`config.mk`:
```
export PLATFORM = sky130hd
export DESIGN_NAME = current_limit_fault_timer
export DESIGN_NICKNAME = d
export VERILOG_FILES = /design/src/logic/limit_channel_timer.v /design/src/logic/current_limit_fault_timer.v
export VERILOG_INCLUDE_DIRS = /design/src /design/src/logic
export SDC_FILE = /design/constraint.sdc
export NUM_CORES = 1
export LEC_CHECK = 0
export BUFFER_PORTS_ARGS = -buffer_cell sky130_fd_sc_hd__buf_4
export CELL_PAD_IN_SITES_DETAIL_PLACEMENT = 1
export CELL_PAD_IN_SITES_GLOBAL_PLACEMENT = 1
export CORE_ASPECT_RATIO = 1.1
export CORE_MARGIN = 3
export CORE_UTILIZATION = 40
export DETAILED_ROUTE_END_ITERATION = 6
export PLACE_DENSITY = 0.82
export SYNTH_ARGS = -nofsm -noshare
export SYNTH_HDL_FRONTEND = slang
export SYNTH_SLANG_ARGS = --single-unit
```
`constraint.sdc`:
```
create_clock -name sys_clk_i -period 4.1 [get_ports sys_clk_i]
set_input_delay 0.615 -clock sys_clk_i [delete_from_list [all_inputs] [get_ports sys_clk_i]]
set_output_delay 0.615 -clock sys_clk_i [all_outputs]
set_load 0.1 [all_outputs]
```
`src/logic/current_limit_fault_timer_regs.vh`:
```
// Purpose: Constants for the current-limit fault timer block
// Assumes: 125 MHz system clock, 8-bit command codes and data
// Notes: Times are kept in ms; cycle counts derive from CLK_KHZ
//
// Behaviour
// - One shared 8-bit timing register at 16h, resets zero
// - Foldback bit clear uses nominal 60 ms, ignores selection
// - Count up after inrush, while limiting at limit
// - Counter reaching timeout switches channel power off
// - Timeout starts one-second cool-down, blocks turn-on
// - Below limit, decrement at 1/16 rate, floor zero
// - Clear counter on any channel turn-off event
// - Selection change resets running timer, new duration
// - Semiauto cool-down end restarts detection if enabled
// - Reset or off/manual mode cancels cool-down
// - Foldback set uses selection, code 00 gives 58 ms
`ifndef CURRENT_LIMIT_FAULT_TIMER_REGS_VH
`define CURRENT_LIMIT_FAULT_TIMER_REGS_VH

// ==========================================================
// Register map
`define FAULT_TIMING_SETUP_CODE 8'h16
`define FAULT_TIMING_SETUP_RESET 8'h00
`define UNMAPPED_READ_VALUE 8'h00

// ==========================================================
// Field positions
`define LIM_SEL_HI 7
`define LIM_SEL_LO 6
`define INRUSH_SEL_HI 5
`define INRUSH_SEL_LO 4
`define OVLD_SEL_HI 3
`define OVLD_SEL_LO 2
`define DISC_SEL_HI 1
`define DISC_SEL_LO 0

// ==========================================================
// Timing
`define CLK_KHZ 125000
`define LIM_NOMINAL_MS 60
`define LIM_SEL0_MS 58
`define LIM_SEL1_MS 15
`define LIM_SEL2_MS 10
`define LIM_SEL3_MS 6
`define COOLDOWN_MS 1000
`define DECAY_DIV_LAST 4'hF

`endif

```
`src/logic/limit_channel_timer.v`:
```
// Purpose: One channel of current-limit fault timing and cool-down
// Assumes: All inputs synchronous to sys_clk_i
// Notes: limit_cyc_i must be at least one
module limit_channel_timer #(
  parameter integer CNT_W = 27,
  parameter integer COOL_CYC = 125000000
) (
  input wire sys_clk_i, // System clock
  input wire rstn_i, // Async reset, active low
  input wire decay_tick_i, // One pulse per 16 cycles
  input wire [CNT_W-1:0] limit_cyc_i, // Selected timeout in cycles
  input wire limiting_i, // Channel held at current limit
  input wire inrush_done_i, // Inrush window has expired
  input wire clear_i, // Channel turned off by an event
  input wire sel_change_i, // Limit time selection rewritten
  input wire cancel_cool_i, // Reset command or off/manual mode
  input wire semiauto_i, // Channel in semiautomatic mode
  input wire detect_enable_i, // Detect enable bit of channel
  output reg [CNT_W-1:0] fault_count_o, // Fault counter value
  output reg fault_off_o, // Pulse: power channel off
  output reg cooling_o, // Cool-down running, turn-on refused
  output reg detect_restart_o // Pulse: start a detection cycle
);

localparam integer COOL_LAST_INT = COOL_CYC - 1;
localparam [CNT_W-1:0] COOL_LAST = COOL_LAST_INT[CNT_W-1:0];
localparam [CNT_W-1:0] ONE = {{(CNT_W-1){1'b0}}, 1'b1};

reg [CNT_W-1:0] cool_cnt;

// ==========================================================
// Fault counter
always @(posedge sys_clk_i or negedge rstn_i)
begin
  if (!rstn_i)
  begin
    fault_count_o <= {CNT_W{1'b0}};
    fault_off_o <= 1'b0;
  end
  else
  begin
    fault_off_o <= 1'b0;
    if (clear_i || sel_change_i)
      fault_count_o <= {CNT_W{1'b0}};
    // Channel is already off in the cycle of the off pulse, so nothing counts then
    else if (!cooling_o && !fault_off_o && limiting_i && inrush_done_i)
    begin
      if (fault_count_o >= limit_cyc_i - ONE)
      begin
        fault_count_o <= {CNT_W{1'b0}};
        fault_off_o <= 1'b1;
      end
      else
        fault_count_o <= fault_count_o + ONE;
    end
    else if (!cooling_o && !limiting_i && decay_tick_i && fault_count_o != {CNT_W{1'b0}})
      fault_count_o <= fault_count_o - ONE;
  end
end

// ==========================================================
// Cool-down timer
always @(posedge sys_clk_i or negedge rstn_i)
begin
  if (!rstn_i)
  begin
    cooling_o <= 1'b0;
    cool_cnt <= {CNT_W{1'b0}};
    detect_restart_o <= 1'b0;
  end
  else
  begin
    detect_restart_o <= 1'b0;
    if (cancel_cool_i)
    begin
      cooling_o <= 1'b0;
      cool_cnt <= {CNT_W{1'b0}};
    end
    else if (fault_off_o)
    begin
      cooling_o <= 1'b1;
      cool_cnt <= {CNT_W{1'b0}};
    end
    else if (cooling_o)
    begin
      if (cool_cnt == COOL_LAST)
      begin
        cooling_o <= 1'b0;
        detect_restart_o <= semiauto_i & detect_enable_i;
      end
      else
        cool_cnt <= cool_cnt + ONE;
    end
  end
end

endmodule // limit_channel_timer

```
`src/logic/current_limit_fault_timer.v`:
```
// Purpose: Shared timing register and per-channel current-limit fault timers
// Assumes: Command port and channel status are on sys_clk_i; shutdown pin is not
// Notes: Inrush, overload and disconnect fields are stored and exported only
//        A limit field change restarts the fault counters of every channel
//        Fast shutdown clears counters but never cancels a cool-down
`include "current_limit_fault_timer_regs.vh"
module current_limit_fault_timer #(
  parameter integer NUM_CH = 4,
  parameter integer CNT_W = 27,
  parameter integer LIM_NOMINAL_CYC = `LIM_NOMINAL_MS * `CLK_KHZ,
  parameter integer LIM_SEL0_CYC = `LIM_SEL0_MS * `CLK_KHZ,
  parameter integer LIM_SEL1_CYC = `LIM_SEL1_MS * `CLK_KHZ,
  parameter integer LIM_SEL2_CYC = `LIM_SEL2_MS * `CLK_KHZ,
  parameter integer LIM_SEL3_CYC = `LIM_SEL3_MS * `CLK_KHZ,
  parameter integer COOL_CYC = `COOLDOWN_MS * `CLK_KHZ
) (
  input wire sys_clk_i, // System clock, 125 MHz
  input wire rstn_i, // Async reset, active low
  input wire cmd_wr_i, // Command write strobe
  input wire cmd_rd_i, // Command read strobe
  input wire [7:0] cmd_code_i, // Command code
  input wire [7:0] cmd_wdata_i, // Command write data
  output reg [7:0] cmd_rdata_o, // Command read data
  output reg cmd_rvalid_o, // Read data valid pulse
  input wire [NUM_CH-1:0] double_foldback_enable_i, // Per-channel foldback bits
  input wire [NUM_CH-1:0] current_limit_level_i, // Channel limiting at limit
  input wire [NUM_CH-1:0] inrush_done_i, // Inrush window expired
  input wire [NUM_CH-1:0] power_off_cmd_i, // Power enable turn-off pulse
  input wire [NUM_CH-1:0] reset_cmd_i, // Reset command pulse
  input wire [NUM_CH-1:0] dc_disconnect_i, // DC disconnect event pulse
  input wire fast_shutdown_input_i, // Fast shutdown pin, async
  input wire [NUM_CH-1:0] shutdown_select_i, // Channels shed by fast shutdown
  input wire [NUM_CH-1:0] mode_off_manual_i, // Pulse: mode set to off or manual
  input wire [NUM_CH-1:0] semiauto_i, // Channel in semiautomatic mode
  input wire [NUM_CH-1:0] detect_enable_i, // Detect enable bits
  output wire [1:0] limit_fault_time_select_o, // Limit time field
  output wire [1:0] inrush_fault_time_select_o, // Inrush time field
  output wire [1:0] overload_fault_time_select_o, // Overload time field
  output wire [1:0] disconnect_hold_time_select_o, // Disconnect hold field
  output wire [NUM_CH-1:0] limit_fault_off_o, // Pulse: turn channel off
  output wire [NUM_CH-1:0] cooldown_active_o, // Turn-on refused while high
  output wire [NUM_CH-1:0] detect_restart_o, // Pulse: restart detection
  output wire [NUM_CH*CNT_W-1:0] fault_count_o // Fault counters, channel 0 low
);

// Timeouts cut to the counter width on purpose; the defaults fit it
localparam [CNT_W-1:0] NOM_CYC = LIM_NOMINAL_CYC[CNT_W-1:0];
localparam [CNT_W-1:0] SEL0_CYC = LIM_SEL0_CYC[CNT_W-1:0];
localparam [CNT_W-1:0] SEL1_CYC = LIM_SEL1_CYC[CNT_W-1:0];
localparam [CNT_W-1:0] SEL2_CYC = LIM_SEL2_CYC[CNT_W-1:0];
localparam [CNT_W-1:0] SEL3_CYC = LIM_SEL3_CYC[CNT_W-1:0];

reg [7:0] fault_timing_setup;
reg lim_sel_change;
reg shut_meta;
reg shut_sync;
reg [3:0] decay_div;
reg decay_tick;

wire setup_hit;
wire setup_wr;
wire [1:0] next_lim_sel;

// ==========================================================
// Timing register
assign setup_hit = (cmd_code_i == `FAULT_TIMING_SETUP_CODE);
assign setup_wr = cmd_wr_i && setup_hit;
assign next_lim_sel = cmd_wdata_i[`LIM_SEL_HI:`LIM_SEL_LO];

always @(posedge sys_clk_i or negedge rstn_i)
begin
  if (!rstn_i)
  begin
    fault_timing_setup <= `FAULT_TIMING_SETUP_RESET;
    lim_sel_change <= 1'b0;
  end
  else
  begin
    lim_sel_change <= 1'b0;
    if (setup_wr)
    begin
      fault_timing_setup <= cmd_wdata_i;
      // Rewriting the same limit field leaves running timers alone
      lim_sel_change <= (next_lim_sel != limit_fault_time_select_o);
    end
  end
end

// ==========================================================
// Read path
// A read in the cycle of a write returns the old value
always @(posedge sys_clk_i or negedge rstn_i)
begin
  if (!rstn_i)
  begin
    cmd_rdata_o <= 8'h00;
    cmd_rvalid_o <= 1'b0;
  end
  else
  begin
    cmd_rvalid_o <= cmd_rd_i;
    if (cmd_rd_i)
    begin
      if (setup_hit)
        cmd_rdata_o <= fault_timing_setup;
      else
        cmd_rdata_o <= `UNMAPPED_READ_VALUE;
    end
  end
end

assign limit_fault_time_select_o = fault_timing_setup[`LIM_SEL_HI:`LIM_SEL_LO];
assign inrush_fault_time_select_o = fault_timing_setup[`INRUSH_SEL_HI:`INRUSH_SEL_LO];
assign overload_fault_time_select_o = fault_timing_setup[`OVLD_SEL_HI:`OVLD_SEL_LO];
assign disconnect_hold_time_select_o = fault_timing_setup[`DISC_SEL_HI:`DISC_SEL_LO];

// ==========================================================
// Fast shutdown pin synchroniser
// Only shut_sync feeds logic; shut_meta may still be settling
always @(posedge sys_clk_i or negedge rstn_i)
begin
  if (!rstn_i)
  begin
    shut_meta <= 1'b0;
    shut_sync <= 1'b0;
  end
  else
  begin
    shut_meta <= fast_shutdown_input_i;
    shut_sync <= shut_meta;
  end
end

// ==========================================================
// Decrement rate divider, one pulse per sixteen cycles
// One shared phase: every channel decays on the same tick
always @(posedge sys_clk_i or negedge rstn_i)
begin
  if (!rstn_i)
  begin
    decay_div <= 4'h0;
    decay_tick <= 1'b0;
  end
  else
  begin
    decay_div <= decay_div + 4'h1;
    decay_tick <= (decay_div == `DECAY_DIV_LAST);
  end
end

// ==========================================================
// Channels
genvar ch;
generate
  for (ch = 0; ch < NUM_CH; ch = ch + 1)
  begin : g_ch
    reg [CNT_W-1:0] limit_cyc;
    wire clear;
    wire cancel_cool;

    // Foldback bit picks between nominal time and the selection table
    always @*
    begin
      limit_cyc = NOM_CYC;
      if (double_foldback_enable_i[ch])
      begin
        case (limit_fault_time_select_o)
          2'h0: limit_cyc = SEL0_CYC;
          2'h1: limit_cyc = SEL1_CYC;
          2'h2: limit_cyc = SEL2_CYC;
          2'h3: limit_cyc = SEL3_CYC;
          default: limit_cyc = NOM_CYC;
        endcase
      end
    end

    // Fast shutdown clears the counter but leaves the cool-down running
    assign clear = power_off_cmd_i[ch] | reset_cmd_i[ch] | dc_disconnect_i[ch] |
                   (shut_sync & shutdown_select_i[ch]);
    assign cancel_cool = reset_cmd_i[ch] | mode_off_manual_i[ch];

    limit_channel_timer #(
      .CNT_W(CNT_W),
      .COOL_CYC(COOL_CYC)
    ) u_timer (
      .sys_clk_i(sys_clk_i),
      .rstn_i(rstn_i),
      .decay_tick_i(decay_tick),
      .limit_cyc_i(limit_cyc),
      .limiting_i(current_limit_level_i[ch]),
      .inrush_done_i(inrush_done_i[ch]),
      .clear_i(clear),
      .sel_change_i(lim_sel_change),
      .cancel_cool_i(cancel_cool),
      .semiauto_i(semiauto_i[ch]),
      .detect_enable_i(detect_enable_i[ch]),
      .fault_count_o(fault_count_o[ch*CNT_W +: CNT_W]),
      .fault_off_o(limit_fault_off_o[ch]),
      .cooling_o(cooldown_active_o[ch]),
      .detect_restart_o(detect_restart_o[ch])
    );
  end
endgenerate

endmodule // current_limit_fault_timer

```
==> flow_metrics.tcl <==
set metrics [dict create \
    r2r-end "g_ch[3].u_timer.fault_count_o[13]" \
    cts.clk_slew.worst_paths_ns 0.06 \
    min_period_ns 3.75 \
    drc_errors 0 \
    max-vdd-ir-drop_mv 0.270 \
    cts_tree "yes" \
    antenna_found_initial 4 \
    critPathKind "reg2reg" \
    port_buffers 197 \
    drive_gt1_share_pct 14.1 \
    dieArea_sq_um 46200 \
    setup_viol 0 \
    initial_core_util_pct 40.9 \
    p_per_area_nw_per_um2 340 \
    cts_root_buf "clkbuf_16" \
    dr.pass1.iters 5 \
    critical_path_required_ns 4.58 \
    cts.sinks 253 \
    hold_class "in2async" \
    grt_max_degree 92 \
    tightestPinTransition_ns 1.12 \
    yosysWarnings 0 \
    grt_pass1_wl_um 98900 \
    slew_headroom_pct 25.0 \
    finalCritPeriodShare_pct 91.5 \
    syn_area_sq_um 17500 \
    synthArstFlopShare_pct 100 \
    ctsHoldBuffers 0 \
    core.rowCount 79 \
    grt_overflow_total 0 \
    fmax_ghz 0.266 \
    synth.ff_latch_count 253 \
    place_worst_setup_slack_ns 0.234 \
    syn_avg_cell_area_sq_um 8.13 \
    die_w_um 205 \
    seq_area_frac_synth_pct 36.3 \
    first_iter_violations 1068 \
    vias 17700 \
    hpwl_um 44000 \
    clk_latency_ns 0.55 \
    yosys_most_used_dff "dfrtp_1" \
    startpoint_type "register" \
    h-tree-depth 2 \
    ios 198 \
    setup-tns-final_ns 0 \
    synth_cell_type_count 79 \
    nets 2469 \
    post_cts_resized 0 \
    power_leakage_nw 9.51 \
    fin_worst_skew_ns 0.0120 \
    setup_ws_ns 0.347 \
    grt_pass1_vias 18500 \
    worstPathMaxFanout 17 \
    reg2reg_depth 12 \
    maxCapViolations 0 \
    via_per_inst 6.13 \
    die_h_um 225 \
    mostFrequentLayoutCell "dfrtp_1" \
    arrival_ns 4.23 \
    routabilityCongestion 0.914 \
    grt_use_total_pct 26.2 \
    cts_buffer_depth 3 \
    r2r-start "fault_timing_setup[7]" \
    routedWlPerCell_um 21.2 \
    area_growth_pct 18.2 \
    hold_violations 0 \
    final_cell_mix "251 x dfrtp_1, 243 x nand2_1, 235 x nor2_1" \
    synth_edf_count 0 \
    r2r_slack_ns 0.35 \
    core_sq_um 42700 \
    status "finished clean" \
    synthCells 2148 \
    routed_wl_um 61300 \
    rsz0062_at_grt "false" \
    post_cts_buffers 0 \
    cts_buffers 34 \
    end_kind "register" \
    slew_viol_final 0 \
    ant_nets 0 \
]
## registers in the layout, summed over array words and instances (netlist names), 4 cells and up
name,cells
decay_div,4
g_ch.u_timer.cooling_o,4
cmd_rdata_o,8
g_ch.u_timer.fault_count_o,108
g_ch.u_timer.fault_off_o,4
g_ch.u_timer.cool_cnt,108
g_ch.u_timer.detect_restart_o,4
fault_timing_setup,8
## layout make-up
cell class / count / area, sq um
timing repair buffer: 227 / 1720
antenna: 3 / 7.51
sequential: 253 / 6330
tap: 567 / 709
clock inverter: 9 / 158
fill: 5188 / 22100
multi-input combinational: 1733 / 10500
clock buffer: 50 / 1040
inverter: 51 / 191
## synthesized netlist by cell type (51+ instances only)
master    number  share of area, %
nand4_1       64               2.3
a21oi_1       94               2.7
nor2_1       235               5.1
nand3_1       98               2.8
nand2_1      243               5.2
nor3_1        94               2.7
clkbuf_1      92               2.0
ha_1         108               7.7
dfrtp_1      253                36
o21ai_0      190               5.4
and3_1        56               2.0
inv_1         51               1.1
## where the power goes
part | switching, mW | total [mW] | internal (mW)
registers | 0.0910 | 2.62 | 2.53
clock network | 1.20 | 3.22 | 2.02
logic | 0.796 | 1.18 | 0.380
total | 2.09 | 7.02 | 4.93
## routing by layer
layer	wire length (um)	up-vias	GRT usage (%)	part of all wire, %
li1	-	8214	-	-
met1	25900	8952	33.7	42
met2	29700	467	44.0	48
met3	3690	112	5.26	6.0
met4	1930	0	8.82	3.1
met5	0	-	0	0
## kinds of logic (layout without fill, tap and decap cells)
kind of cell / after synthesis / after routing / share of synthesized area (%)
muxes: 14 / 14 / 0.875
other: 1 / 9 / 0.0215
adders and majority gates: 108 / 108 / 7.74
buffers and inverters: 167 / 337 / 4.08
xor gates and xnor gates: 41 / 41 / 2.06
AOI/OAI and AO/OA: 550 / 550 / 19.7
DFF: 253 / 253 / 36.3
and+or+nand+nor: 1014 / 1014 / 29.3
## stage by stage
step	power, mW	hold slack (ns)	util [%]	cell area, sq um	cells
2_1_floorplan	3.45	0.319	-	17500	2153
3_5_place_dp	3.83	0.337	45.5	19400	2831
4_1_cts	7.09	0.119	48.3	20600	2890
3_3_place_gp	3.78	0.335	45.5	19400	2831
6_report	7.02	0.0863	48.3	20600	2893
5_1_grt	7.31	0.134	48.3	20600	2890
## worst max path at each step
stage                          start                                 to  slack [ns]  depth (start not counted)
2_1_floorplan  fault_timing_setup[7]   g_ch[3].u_timer.fault_count_o[9]        0.08                         15
3_3_place_gp   fault_timing_setup[7]   g_ch[3].u_timer.fault_count_o[0]        0.37                         12
3_5_place_dp   fault_timing_setup[7]   g_ch[3].u_timer.fault_count_o[0]        0.23                         12
4_1_cts        fault_timing_setup[7]  g_ch[3].u_timer.fault_count_o[13]        0.20                         12
5_1_grt        fault_timing_setup[7]  g_ch[3].u_timer.fault_count_o[13]        0.09                         12
6_report       fault_timing_setup[7]  g_ch[3].u_timer.fault_count_o[13]        0.35                         12
## worst max-delay path: stages (launching register included)
cell	delay, ns
dfrtp_2	0.44
inv_1	0.17
ha_1	0.51
nand2_1	0.21
ha_1	0.34
nand4_1	0.15
inv_1	0.05
a2111oi_0	0.48
o22ai_1	0.22
nor3_2	0.19
nor2b_2	0.40
buf_4	0.32
a22o_1	0.19
(Power assumes the default switching activity.)
